--- src/hw/jtp_consts.vh ---
// constants of the test access port with port reclaim
`ifndef JTP_CONSTS_VH
`define JTP_CONSTS_VH

`define JTP_IR_LEN 5
`define JTP_IR_EXTEST 5'h00
`define JTP_IR_IDCODE 5'h01
`define JTP_IR_SAMPLE 5'h02
`define JTP_IR_HIGHZ 5'h05
`define JTP_IR_BYPASS 5'h1F
// value loaded into the instruction register on capture
`define JTP_IR_CAPTURE 5'h01
`define JTP_ID_LEN 32
// number of pins covered by the boundary register
`define JTP_NPINS 4
// boundary register field positions: pin inputs, pin data, pin enables
`define JTP_BSR_IN_LSB 0
`define JTP_BSR_OUT_LSB 4
`define JTP_BSR_OE_LSB 8
`define JTP_BSR_LEN 12
// buffer in the serial output path
`define JTP_BUF_W 1

`endif

--- src/hw/jtp_buf2.v ---
// two-entry buffer with valid and ready on both sides
module jtp_buf2 #(
  parameter W = 1
) (
  input wire i_clk,
  input wire i_rst,
  input wire i_in_valid,
  output wire o_in_ready,
  input wire [W-1:0] i_in_data,
  output reg o_out_valid,
  input wire i_out_ready,
  output reg [W-1:0] o_out_data
);
  reg [W-1:0] spare_q;
  reg spare_vld_q;

  // ready while the spare slot is free, so a stalled reader never loses a word
  assign o_in_ready = ~spare_vld_q;

  always @(posedge i_clk or posedge i_rst) begin
    if (i_rst) begin
      o_out_valid <= 1'b0;
      o_out_data <= {W{1'b0}};
      spare_q <= {W{1'b0}};
      spare_vld_q <= 1'b0;
    end else begin
      if (!o_out_valid || i_out_ready) begin
        if (spare_vld_q) begin
          o_out_data <= spare_q;
          o_out_valid <= 1'b1;
          spare_vld_q <= i_in_valid;
          spare_q <= i_in_data;
        end else begin
          o_out_data <= i_in_data;
          o_out_valid <= i_in_valid;
        end
      end else if (i_in_valid && !spare_vld_q) begin
        spare_q <= i_in_data;
        spare_vld_q <= 1'b1;
      end
    end
  end
endmodule // jtp_buf2

--- src/hw/jtp_tap.v ---
// test access port with boundary scan and test pin reclaim
//
// Operation
// sample instruction captures pins into boundary register
// sample update loads boundary parallel outputs
// extest drives boundary parallel outputs onto pins
// bypass instruction places one-bit stage TDI-TDO
// controller may shift all ones for bypass
// idcode shifts identification value out TDO
// high-z instruction floats all system outputs
// power-up reset resets test logic, no TRST
// user-io pins lose test function unless enabled
// port enable low restores user io function
// system holds port enable low at power-up
// unconfigured device keeps pins as test port
// weak pull-ups enabled on test port pins
// pin logic cells stay usable as buried logic
// system ties port enable low if unused
// TDI sampled on rising TCK
// TDO changes on falling TCK, else floats
// high-z instruction selects bypass stage
// controller keeps TMS high in user mode
// controller follows sixteen-state sequence on TMS
// undefined instruction codes select bypass stage
`include "jtp_consts.vh"

module jtp_tap #(
  parameter [31:0] IDCODE_VALUE = 32'h00000001 // arbitrary value
) (
  input wire i_clk,
  input wire i_rst,
  input wire i_tck,
  input wire i_tms,
  input wire i_tdi,
  input wire i_port_en,
  input wire i_user_io_cfg,
  input wire [`JTP_NPINS-1:0] i_pin_in,
  input wire [`JTP_NPINS-1:0] i_sys_out,
  input wire [`JTP_NPINS-1:0] i_sys_oe,
  output reg o_tdo,
  output reg o_tdo_oe,
  output reg o_test_mode,
  output reg o_pullup_en,
  output reg o_buried_en,
  output reg [`JTP_NPINS-1:0] o_pin_out,
  output reg [`JTP_NPINS-1:0] o_pin_oe
);
  localparam [3:0] ST_RESET = 4'h0;
  localparam [3:0] ST_IDLE = 4'h1;
  localparam [3:0] ST_SEL_DR = 4'h2;
  localparam [3:0] ST_CAP_DR = 4'h3;
  localparam [3:0] ST_SHIFT_DR = 4'h4;
  localparam [3:0] ST_EXIT1_DR = 4'h5;
  localparam [3:0] ST_PAUSE_DR = 4'h6;
  localparam [3:0] ST_EXIT2_DR = 4'h7;
  localparam [3:0] ST_UPD_DR = 4'h8;
  localparam [3:0] ST_SEL_IR = 4'h9;
  localparam [3:0] ST_CAP_IR = 4'hA;
  localparam [3:0] ST_SHIFT_IR = 4'hB;
  localparam [3:0] ST_EXIT1_IR = 4'hC;
  localparam [3:0] ST_PAUSE_IR = 4'hD;
  localparam [3:0] ST_EXIT2_IR = 4'hE;
  localparam [3:0] ST_UPD_IR = 4'hF;

  // two-flop synchronisers for every pin input
  reg [`JTP_NPINS+4:0] sync1_q;
  reg [`JTP_NPINS+4:0] sync2_q;
  reg tck_prev_q;
  always @(posedge i_clk or posedge i_rst) begin
    if (i_rst) begin
      sync1_q <= {(`JTP_NPINS+5){1'b0}};
      sync2_q <= {(`JTP_NPINS+5){1'b0}};
      tck_prev_q <= 1'b0;
    end else begin
      sync1_q <= {i_pin_in, i_user_io_cfg, i_port_en, i_tdi, i_tms, i_tck};
      sync2_q <= sync1_q;
      tck_prev_q <= sync2_q[0];
    end
  end

  wire tck_s = sync2_q[0];
  wire tms_s = sync2_q[1];
  wire tdi_s = sync2_q[2];
  wire port_en_s = sync2_q[3];
  wire user_cfg_s = sync2_q[4];
  wire [`JTP_NPINS-1:0] pin_in_s = sync2_q[`JTP_NPINS+4:5];
  wire tck_rise = tck_s & ~tck_prev_q;
  wire tck_fall = ~tck_s & tck_prev_q;

  // pins act as the test port when unconfigured or reclaimed
  wire test_mode = ~user_cfg_s | port_en_s;

  reg [3:0] state_q;
  reg [3:0] state_d;
  reg [`JTP_IR_LEN-1:0] ir_shift_q;
  reg [`JTP_IR_LEN-1:0] ir_q;
  reg [`JTP_BSR_LEN-1:0] bsr_shift_q;
  reg [`JTP_BSR_LEN-1:0] bsr_upd_q;
  reg [`JTP_ID_LEN-1:0] id_shift_q;
  reg bypass_q;
  reg rise_d1_q;

  always @* begin
    state_d = state_q;
    case (state_q)
      ST_RESET: state_d = tms_s ? ST_RESET : ST_IDLE;
      ST_IDLE: state_d = tms_s ? ST_SEL_DR : ST_IDLE;
      ST_SEL_DR: state_d = tms_s ? ST_SEL_IR : ST_CAP_DR;
      ST_CAP_DR: state_d = tms_s ? ST_EXIT1_DR : ST_SHIFT_DR;
      ST_SHIFT_DR: state_d = tms_s ? ST_EXIT1_DR : ST_SHIFT_DR;
      ST_EXIT1_DR: state_d = tms_s ? ST_UPD_DR : ST_PAUSE_DR;
      ST_PAUSE_DR: state_d = tms_s ? ST_EXIT2_DR : ST_PAUSE_DR;
      ST_EXIT2_DR: state_d = tms_s ? ST_UPD_DR : ST_SHIFT_DR;
      ST_UPD_DR: state_d = tms_s ? ST_SEL_DR : ST_IDLE;
      ST_SEL_IR: state_d = tms_s ? ST_RESET : ST_CAP_IR;
      ST_CAP_IR: state_d = tms_s ? ST_EXIT1_IR : ST_SHIFT_IR;
      ST_SHIFT_IR: state_d = tms_s ? ST_EXIT1_IR : ST_SHIFT_IR;
      ST_EXIT1_IR: state_d = tms_s ? ST_UPD_IR : ST_PAUSE_IR;
      ST_PAUSE_IR: state_d = tms_s ? ST_EXIT2_IR : ST_PAUSE_IR;
      ST_EXIT2_IR: state_d = tms_s ? ST_UPD_IR : ST_SHIFT_IR;
      default: state_d = tms_s ? ST_SEL_DR : ST_IDLE;
    endcase
  end

  // data register selection; every other code falls to bypass
  wire sel_bsr = (ir_q == `JTP_IR_SAMPLE) | (ir_q == `JTP_IR_EXTEST);
  wire sel_id = (ir_q == `JTP_IR_IDCODE);
  wire sel_byp = ~sel_bsr & ~sel_id;

  // output buffer toward the serial output stage
  wire buf_in_ready;
  wire buf_out_valid;
  wire [`JTP_BUF_W-1:0] buf_out_data;
  wire shifting = (state_q == ST_SHIFT_DR) | (state_q == ST_SHIFT_IR);
  reg serial_bit;
  always @* begin
    serial_bit = bypass_q;
    if (state_q == ST_SHIFT_IR) begin
      serial_bit = ir_shift_q[0];
    end else if (sel_bsr) begin
      serial_bit = bsr_shift_q[0];
    end else if (sel_id) begin
      serial_bit = id_shift_q[0];
    end
  end
  wire push = rise_d1_q & shifting & test_mode;

  jtp_buf2 #(
    .W(`JTP_BUF_W)
  ) u_buf (
    .i_clk(i_clk),
    .i_rst(i_rst),
    .i_in_valid(push),
    .o_in_ready(buf_in_ready),
    .i_in_data(serial_bit),
    .o_out_valid(buf_out_valid),
    .i_out_ready(tck_fall),
    .o_out_data(buf_out_data)
  );

  // a rising edge is only taken while the buffer can accept the next bit
  wire step = tck_rise & buf_in_ready & test_mode;

  // power-up reset resets the test logic, no TRST; user-io mode also holds it in reset
  always @(posedge i_clk or posedge i_rst) begin
    if (i_rst) begin
      state_q <= ST_RESET;
      ir_shift_q <= `JTP_IR_IDCODE;
      ir_q <= `JTP_IR_IDCODE;
      bsr_shift_q <= {`JTP_BSR_LEN{1'b0}};
      bsr_upd_q <= {`JTP_BSR_LEN{1'b0}};
      id_shift_q <= {`JTP_ID_LEN{1'b0}};
      bypass_q <= 1'b0;
      rise_d1_q <= 1'b0;
    end else begin
      rise_d1_q <= step;
      if (!test_mode) begin
        // pins belong to user io: test logic held in reset
        state_q <= ST_RESET;
        ir_q <= `JTP_IR_IDCODE;
      end else if (step) begin
        state_q <= state_d;
        case (state_q)
          ST_RESET: begin
            ir_q <= `JTP_IR_IDCODE;
          end
          ST_CAP_IR: begin
            ir_shift_q <= `JTP_IR_CAPTURE;
          end
          ST_SHIFT_IR: begin
            ir_shift_q <= {tdi_s, ir_shift_q[`JTP_IR_LEN-1:1]};
          end
          ST_UPD_IR: begin
            ir_q <= ir_shift_q;
          end
          ST_CAP_DR: begin
            if (sel_bsr) begin
              bsr_shift_q <= {i_sys_oe, i_sys_out, pin_in_s};
            end
            if (sel_id) begin
              id_shift_q <= IDCODE_VALUE;
            end
            bypass_q <= 1'b0;
          end
          ST_SHIFT_DR: begin
            if (sel_bsr) begin
              bsr_shift_q <= {tdi_s, bsr_shift_q[`JTP_BSR_LEN-1:1]};
            end else if (sel_id) begin
              id_shift_q <= {tdi_s, id_shift_q[`JTP_ID_LEN-1:1]};
            end else begin
              bypass_q <= tdi_s;
            end
          end
          ST_UPD_DR: begin
            if (sel_bsr) begin
              bsr_upd_q <= bsr_shift_q;
            end
          end
          default: begin
            bypass_q <= bypass_q;
          end
        endcase
      end
    end
  end

  // serial output changes on falling edges in test mode, floats outside shifting and at once in user mode
  always @(posedge i_clk or posedge i_rst) begin
    if (i_rst) begin
      o_tdo <= 1'b0;
      o_tdo_oe <= 1'b0;
    end else if (!test_mode) begin
      o_tdo_oe <= 1'b0;
    end else if (tck_fall) begin
      o_tdo_oe <= shifting & buf_out_valid;
      if (buf_out_valid) begin
        o_tdo <= buf_out_data[0];
      end
    end
  end

  // system pin drive: core, boundary outputs, or released
  always @(posedge i_clk or posedge i_rst) begin
    if (i_rst) begin
      o_pin_out <= {`JTP_NPINS{1'b0}};
      o_pin_oe <= {`JTP_NPINS{1'b0}};
      o_test_mode <= 1'b0;
      o_pullup_en <= 1'b0;
      o_buried_en <= 1'b0;
    end else begin
      o_test_mode <= test_mode;
      o_pullup_en <= test_mode;
      o_buried_en <= 1'b1;
      if (ir_q == `JTP_IR_HIGHZ) begin
        o_pin_out <= i_sys_out;
        o_pin_oe <= {`JTP_NPINS{1'b0}};
      end else if (ir_q == `JTP_IR_EXTEST) begin
        o_pin_out <= bsr_upd_q[`JTP_BSR_OUT_LSB+`JTP_NPINS-1:`JTP_BSR_OUT_LSB];
        o_pin_oe <= bsr_upd_q[`JTP_BSR_OE_LSB+`JTP_NPINS-1:`JTP_BSR_OE_LSB];
      end else begin
        o_pin_out <= i_sys_out;
        o_pin_oe <= i_sys_oe;
      end
    end
  end
endmodule // jtp_tap

--- config.mk ---
export PLATFORM = sky130hd
export DESIGN_NAME = jtp_tap
export DESIGN_NICKNAME = d
export VERILOG_FILES = /design/src/hw/jtp_buf2.v /design/src/hw/jtp_tap.v
export VERILOG_INCLUDE_DIRS = /design/src /design/src/hw
export SDC_FILE = /design/constraint.sdc
export NUM_CORES = 1
export LEC_CHECK = 0
export BUFFER_PORTS_ARGS = -buffer_cell sky130_fd_sc_hd__buf_2
export CORE_MARGIN = 2
export CORE_UTILIZATION = 50
export CTS_CLUSTER_SIZE = 14
export DETAILED_ROUTE_END_ITERATION = 6
export PLACE_DENSITY_LB_ADDON = 0.1
export RECOVER_POWER = 50
export SETUP_SLACK_MARGIN = 0.3
export SLEW_MARGIN = 15
export SYNTH_ARGS = -nofsm -noshare
export SYNTH_HDL_FRONTEND = slang
export SYNTH_SLANG_ARGS = --single-unit
--- constraint.sdc ---
create_clock -name i_clk -period 6.4 [get_ports i_clk]
set_input_delay 0.32 -clock i_clk [delete_from_list [all_inputs] [get_ports i_clk]]
set_output_delay 0.32 -clock i_clk [all_outputs]
set_load 0.005 [all_outputs]
==> impl_metrics.env, run 1 <==
export IMPL_first_pass_iters=4
export IMPL_clk_latency_ns=0.35
export IMPL_antenna_left=0
export IMPL_cts_sinks=103
export IMPL_port_buffers=31
export IMPL_cts_tree="yes"
export IMPL_yosys_area_share_adder_pct=0
export IMPL_n_antenna_cell=0
export IMPL_synth_cell_type_count=45
export IMPL_hold_depth=1
export IMPL_ioPinCount=32
export IMPL_wirelength_mm=7.21
export IMPL_syn_nets=362
export IMPL_grt_max_degree=57
export IMPL_vias=2553
export IMPL_initial_utilization_pct=51.2
export IMPL_vias_per_cell=5.36
export IMPL_worstPathRequired_ns=6.62
export IMPL_fin_crit_ns=2.41
export IMPL_relSlewSlack_pct=-36.8
export IMPL_hold_class="in -> reg"
export IMPL_min_period_over_period_pct=37.6
export IMPL_crit_path_max_fanout=32
export IMPL_synth_cells=343
export IMPL_cts_buffers=9
export IMPL_worst_pin_slew_ns=2.04
export IMPL_reg2reg_from="state_q[2]$_DFFE_PP0P_"
export IMPL_clock_path_buffers=2
export IMPL_fin_area_um2=4580
export IMPL_synth_xor_area_share_pct=0
export IMPL_worstPathArrival_ns=2.63
export IMPL_cts_setup_buffers=0
export IMPL_dpl_hpwl_mm=4.61
export IMPL_status="finished, violations left"
export IMPL_finalSetupTns_ns=0
export IMPL_first_global_vias=2469
export IMPL_synth_simple_area_share_pct=11.2
export IMPL_power_leakage_nw=2.11
export IMPL_clockRootBuffer="clkbuf_8"
export IMPL_worstRegToRegCells=5
export IMPL_die_h_um=95.2
export IMPL_rsz0062_at_grt="false"
export IMPL_dr_first_iter_drc_count=191
export IMPL_core_area_um2=8130
export IMPL_slew_violations=49
export IMPL_ir_drop_mv=0.181
export IMPL_hold_viol=0
export IMPL_regToRegEndpoint="id_shift_q[0]$_DFFE_PP0P_"
export IMPL_skew_ns=0.00779
export IMPL_violations="max-capacitance violations, max-slew violations"
export IMPL_post_drt_wl_per_cell_um=15.1
export IMPL_synth_compound_area_share_pct=14.8
export IMPL_syn_cell_area_um2=4160
export IMPL_fin_nets=386
export IMPL_place_congestion=0.775
export IMPL_crit_type="reg -> reg"
export IMPL_dieArea_um2=9070
export IMPL_grt_pass1_wl_mm=12.3
export IMPL_end_kind="register"
export IMPL_maxCapViolCount=1
export IMPL_max_freq_mhz=415
export IMPL_drive_gt1_share_pct=19.4
export IMPL_overflow=0
export IMPL_power_density_nw_per_um2=257
export IMPL_synth_top_family_by_area="compound AO/OA/AOI/OAI gates"
export IMPL_reg2reg_slack_ns=3.99
export IMPL_fp_row_count=33
export IMPL_cts_hold_buf=0
export IMPL_grt_antenna_before_repair=0
export IMPL_endpoint="id_shift_q[0]$_DFFE_PP0P_"
export IMPL_final_setup_viol_count=0
export IMPL_dieWidth_um=95.2
export IMPL_worstSetupStartpointType="register"
export IMPL_synth_warning_count=0
export IMPL_place_area_um2=4360
export IMPL_synth_seq_area_share_pct=62.0
export IMPL_path_clk_slew_ns=0.09
export IMPL_route_detailed_drc=0
export IMPL_cp_startpoint="state_q[2]$_DFFE_PP0P_"
export IMPL_htreeDepth=3
export IMPL_area_growth_pct=10.0
export IMPL_synth_seq_cells=103
export IMPL_syn_area_per_cell_um2=12.1
export IMPL_muxShareOfSynthArea_pct=8.36
export IMPL_grt_usage_pct=17.6
export IMPL_post_cts_resized_instances=0
-- sequential cells by signal (all words and copies together), names as in the netlist, 4 cells and up --
register / cells
id_shift_q: 32
bsr_shift_q: 12
sync1_q: 9
sync2_q: 9
bsr_upd_q: 8
ir_q: 5
ir_shift_q: 5
o_pin_oe: 4
o_pin_out: 4
state_q: 4
-- cell type report --
cell class	count	area, um2
Clock buffer	11	141
Tap cell	105	131
Inverter	13	50.0
Multi-Input combinational cell	207	1430
Sequential cell	103	2580
Fill cell	675	3550
Timing Repair Buffer	33	164
Clock inverter	4	78.8
-- routing by layer --
layer / track usage (%) / vias up / routed length [um]
li1: - / 1263 / -
met1: 26.7 / 1228 / 3640
met2: 25.0 / 53 / 3200
met3: 4.27 / 9 / 256
met4: 5.80 / 0 / 115
met5: 0 / - / 0
-- cell usage in the layout, fill, tap and decap left out, types with 3 or more instances in the layout --
| master | n |
|---|---|
| clkbuf_1 | 6 |
| o21ai_0 | 28 |
| inv_1 | 12 |
| nor2_1 | 15 |
| mux2_4 | 8 |
| clkbuf_8 | 10 |
| nor3_1 | 5 |
| buf_2 | 26 |
| mux2_2 | 6 |
| mux2i_1 | 16 |
| a31oi_1 | 3 |
| dfrtp_1 | 101 |
| a22o_1 | 33 |
| nand2_1 | 25 |
| nand3_1 | 12 |
| nor2b_1 | 6 |
| nand2b_1 | 7 |
| a21oi_1 | 9 |
| nor3_2 | 3 |
-- cell usage after synthesis (all sizes together) --
| library cell | instances | area [um2] |
|---|---|---|
| dfrtp | 101 | 2530 |
| a22o | 33 | 289 |
| o21ai | 28 | 140 |
| nand2 | 25 | 93.8 |
| mux2i | 16 | 160 |
| nor2 | 15 | 56.3 |
| mux2 | 14 | 188 |
| inv | 13 | 48.8 |
| nand3 | 12 | 60.1 |
| buf | 11 | 68.8 |
| a21oi | 9 | 45.0 |
| clkbuf | 9 | 33.8 |
| nand2b | 8 | 50.1 |
| nor3 | 8 | 55.1 |
| nor2b | 6 | 37.5 |
| a31oi | 3 | 18.8 |
| or2 | 3 | 21.3 |
| a211oi | 2 | 15.0 |
| a31o | 2 | 17.5 |
| and3 | 2 | 12.5 |
| dfstp | 2 | 52.6 |
| nand4 | 2 | 12.5 |
| nor3b | 2 | 20.0 |
| o211ai | 2 | 15.0 |
| o41ai | 2 | 17.5 |
| or3 | 2 | 17.5 |
| a2111o | 1 | 11.3 |
| a211o | 1 | 8.76 |
| a21boi | 1 | 7.51 |
| a21o | 1 | 7.51 |
| and4 | 1 | 10.0 |
| conb | 1 | 3.75 |
| nand3b | 1 | 7.51 |
| o21a | 1 | 7.51 |
| o22ai | 1 | 6.26 |
| o31a | 1 | 8.76 |
| or4b | 1 | 10.0 |
-- worst min path at each step --
stage / start / to / slack [ns]
6_report: i_pin_in[3] / sync1_q[8]$_DFF_PP0_ / 0.06
5_1_grt: i_user_io_cfg / sync1_q[4]$_DFF_PP0_ / 0.04
4_1_cts: i_rst / sync1_q[6]$_DFF_PP0_ / 0.04
3_5_place_dp: sync1_q[3]$_DFF_PP0_ / sync2_q[3]$_DFF_PP0_ / 0.33
3_3_place_gp: sync1_q[1]$_DFF_PP0_ / sync2_q[1]$_DFF_PP0_ / 0.33
2_1_floorplan: sync1_q[0]$_DFF_PP0_ / sync2_q[0]$_DFF_PP0_ / 0.33
-- where the power goes --
part / switching [mW] / leakage [nW] / internal [mW] / total, mW
Combinational: 0.0339 / 0.686 / 0.0210 / 0.0550
Sequential: 0.0126 / 1.32 / 0.665 / 0.678
Clock: 0.214 / 0.108 / 0.232 / 0.446
-- worst max-delay path, cell delays in order (launching register included) --
cell,delay [ns]
dfrtp_1,0.72
nand2b_1,0.17
nor3_2,0.42
and4_2,0.71
nor2b_1,0.20
a21oi_1,0.05
-- kinds of logic (layout without fill, tap and decap cells) --
logic type      count (synthesis)  after routing
other cells                     1              1
buf+inv                        33             61
flops                         103            103
mux                            30             30
compound gates                 88             88
simple gates                   88             88
-- metrics by stage --
step / utilization, % / power, mW / instances / hold WS [ns] / setup WS (ns)
final: 56.3 / 1.18 / 476 / 0.0625 / 3.99
after global routing: 56.3 / 1.23 / 476 / 0.0387 / 3.84
after CTS: 56.4 / 1.19 / 476 / 0.0401 / 3.73
after detailed placement: 53.7 / 0.747 / 461 / 0.335 / 3.74
after global placement: 53.7 / 0.746 / 461 / 0.332 / 3.82
after floorplan: - / 0.727 / 343 / 0.331 / 3.38
(Power assumes the default switching activity.)
==> inputs of run 2 (changes only) <==
Clock period 6.4 ns to 2.2 ns, I/O delays scaled along.
==> run 2 against run 1 <==
Core utilization grew 5.5 points; the flow now finishes without violations; via count grew 7.4%; highest routed layer unchanged; clock skew grew 0.0097 ns; sequential power grew to 2.9 times the previous value; largest power group unchanged; critical path depth shrank 1.
==> impl_metrics.env, run 2 (synthesized netlist as in run 1, its figures left out) <==
export IMPL_status="finished, final reports clean"
export IMPL_fill_cells=657
export IMPL_cts_tree="yes"
export IMPL_post_drt_wl_per_cell_um=15.3
export IMPL_maxCapViolCount=0
export IMPL_hold_class="in -> reg"
export IMPL_vias=2742
export IMPL_n_antenna_cell=0
export IMPL_max_freq_mhz=530
export IMPL_min_period_over_period_pct=85.8
export IMPL_ioPinCount=32
export IMPL_grt_max_degree=65
export IMPL_end_kind="register"
export IMPL_fin_nets=427
export IMPL_place_area_um2=4510
export IMPL_whs_ns=0.0251
export IMPL_path_clk_slew_ns=0.11
export IMPL_power_leakage_nw=2.36
export IMPL_wirelength_mm=7.91
export IMPL_reg2reg_from="ir_q[4]$_DFFE_PP0P_"
export IMPL_final_setup_viol_count=0
export IMPL_slew_violations=0
export IMPL_worstPathRequired_ns=2.46
export IMPL_final_common_cell="dfrtp_1"
export IMPL_cts_sinks=103
export IMPL_slowest_delay_ns=0.42
export IMPL_cts_buffers=9
export IMPL_first_global_vias=2774
export IMPL_cp_common_cell="or3_4"
export IMPL_clockRootBuffer="clkbuf_8"
export IMPL_core_area_um2=8130
export IMPL_ir_drop_mv=0.372
export IMPL_final_util_pct=61.8
export IMPL_clk_latency_ns=0.38
export IMPL_cp_startpoint="ir_q[4]$_DFFE_PP0P_"
export IMPL_vias_per_cell=5.29
export IMPL_rsz0062_at_grt="true"
export IMPL_worstSetupStartpointType="register"
export IMPL_grt_usage_pct=18.6
export IMPL_largest_registers="id_shift_q: 32 flops, bsr_shift_q: 12 flops"
export IMPL_skew_ns=0.0175
export IMPL_crit_path_max_fanout=8
export IMPL_clock_path_buffers=2
export IMPL_drive_gt1_share_pct=26.9
export IMPL_regToRegEndpoint="bsr_upd_q[8]$_DFFE_PP0P_"
export IMPL_area_growth_pct=20.8
export IMPL_total_power_mw=3.44
export IMPL_final_cell_mix="dfrtp_1, a22o_1, buf_2"
export IMPL_dpl_hpwl_mm=4.68
export IMPL_die_h_um=95.2
export IMPL_worstRegToRegCells=4
export IMPL_hold_viol=0
export IMPL_place_congestion=0.791
export IMPL_dr_first_iter_drc_count=185
export IMPL_grt_antenna_before_repair=0
export IMPL_largest_reg_flops=32
export IMPL_worst_pin_slew_ns=0.968
export IMPL_endpoint="bsr_upd_q[8]$_DFFE_PP0P_"
export IMPL_grt_pass1_wl_mm=13.0
export IMPL_port_buffers=31
export IMPL_worstPathArrival_ns=2.15
export IMPL_initial_utilization_pct=51.2
export IMPL_finalSetupTns_ns=0
export IMPL_fin_crit_ns=1.89
export IMPL_antenna_left=0
export IMPL_dieWidth_um=95.2
export IMPL_fin_area_um2=5030
export IMPL_overflow=0
export IMPL_htreeDepth=3
export IMPL_crit_type="reg -> reg"
export IMPL_dieArea_um2=9070
export IMPL_fp_row_count=33
export IMPL_path_cells="or3_4 -> or2_4 -> or3_4 -> mux2_4"
export IMPL_power_density_nw_per_um2=685
export IMPL_relSlewSlack_pct=35.4
export IMPL_reg2reg_slack_ns=0.31
export IMPL_crit_slowest_cell="or3_4"
export IMPL_first_pass_iters=4
export IMPL_largest_register="id_shift_q"
export IMPL_route_detailed_drc=0
==> run 2: changes by cell type in the layout (fill, tap and decap cells not counted), moves of 2 or more <==
| cell | previous run | this run |
|---|---|---|
| buf_4 | 2 | 19 |
| nand2_1 | 25 | 23 |
| dlygate4sd3_1 | 0 | 17 |
| dfrtp_2 | 0 | 2 |
| and4_4 | 0 | 2 |
| nand2b_4 | 0 | 2 |
| clkbuf_1 | 6 | 0 |
| buf_2 | 26 | 31 |
| inv_6 | 0 | 2 |
| o21ai_0 | 28 | 26 |
| buf_12 | 0 | 4 |
| dfrtp_1 | 101 | 99 |
==> run 2: area by class of cell <==
class,instances,area [um2],share of cell area [%]
clock buffer,10,138,2.74
clock inverter,6,75.1,1.49
inverter,13,50.0,0.996
multi-input combinational,208,1490,29.6
sequential,103,2580,51.4
tap,105,131,2.61
timing repair buffer,73,564,11.2
==> run 2: metrics by stage <==
| step | setup slack (ns) | cells |
|---|---|---|
| 3_3_place_gp | 0.128 | 475 |
| 5_1_grt | 0.278 | 518 |
| 2_1_floorplan | 0.309 | 343 |
| 6_report | 0.313 | 518 |
| 3_5_place_dp | 0.0975 | 475 |
| 4_1_cts | 0.263 | 512 |
==> run 2: routing by layer <==
metal  vias to the layer above  track usage [%]  share of wire, %  wire, um
met1                      1350             25.7                49      3910
met5                         -                0                 0         0
met2                        35             29.0                46      3630
li1                       1345                -                 -         -
met3                        12             3.32               2.9       228
met4                         0             8.33               1.8       141
==> run 2: critical path: cells and delay by family (launching register included) <==
| family | cells | cell delay (ns) |
|---|---|---|
| flip-flops | 1 | 0.40 |
| AND/OR/NAND/NOR | 3 | 1.05 |
| multiplexers | 1 | 0.32 |
==> run 2: worst min-delay path by stage <==
stage                           start                     to  slack (ns)  depth (start not counted)
after CTS                 i_sys_oe[3]  o_pin_oe[3]$_DFF_PP0_        0.03                          3
after global routing      i_sys_oe[3]  o_pin_oe[3]$_DFF_PP0_        0.06                          3
after global placement          i_tck   sync1_q[0]$_DFF_PP0_        0.22                          1
after detailed placement  i_pin_in[3]   sync1_q[8]$_DFF_PP0_        0.22                          1
after floorplan                 i_tck   sync1_q[0]$_DFF_PP0_        0.14                          0
final                     i_sys_oe[3]  o_pin_oe[3]$_DFF_PP0_        0.03                          3
==> run 2: repair_timing <==
item / 4_1_cts / 5_1_grt
setup buffers: 4 / 5
setup endpoints to repair: 41 / 46
gates cloned: 0 / 1
hold buffers: 17 / 0
pin swaps: 3 / 5
resized for setup: 4 / 12
endpoints found under the hold margin: 117 / 0
==> run 2: report_power, final <==
part	switching, mW	internal (mW)	total [mW]	leakage, nW
clock network	0.680	0.575	1.26	0.105
logic	0.122	0.104	0.226	0.938
registers	0.0280	1.94	1.96	1.32
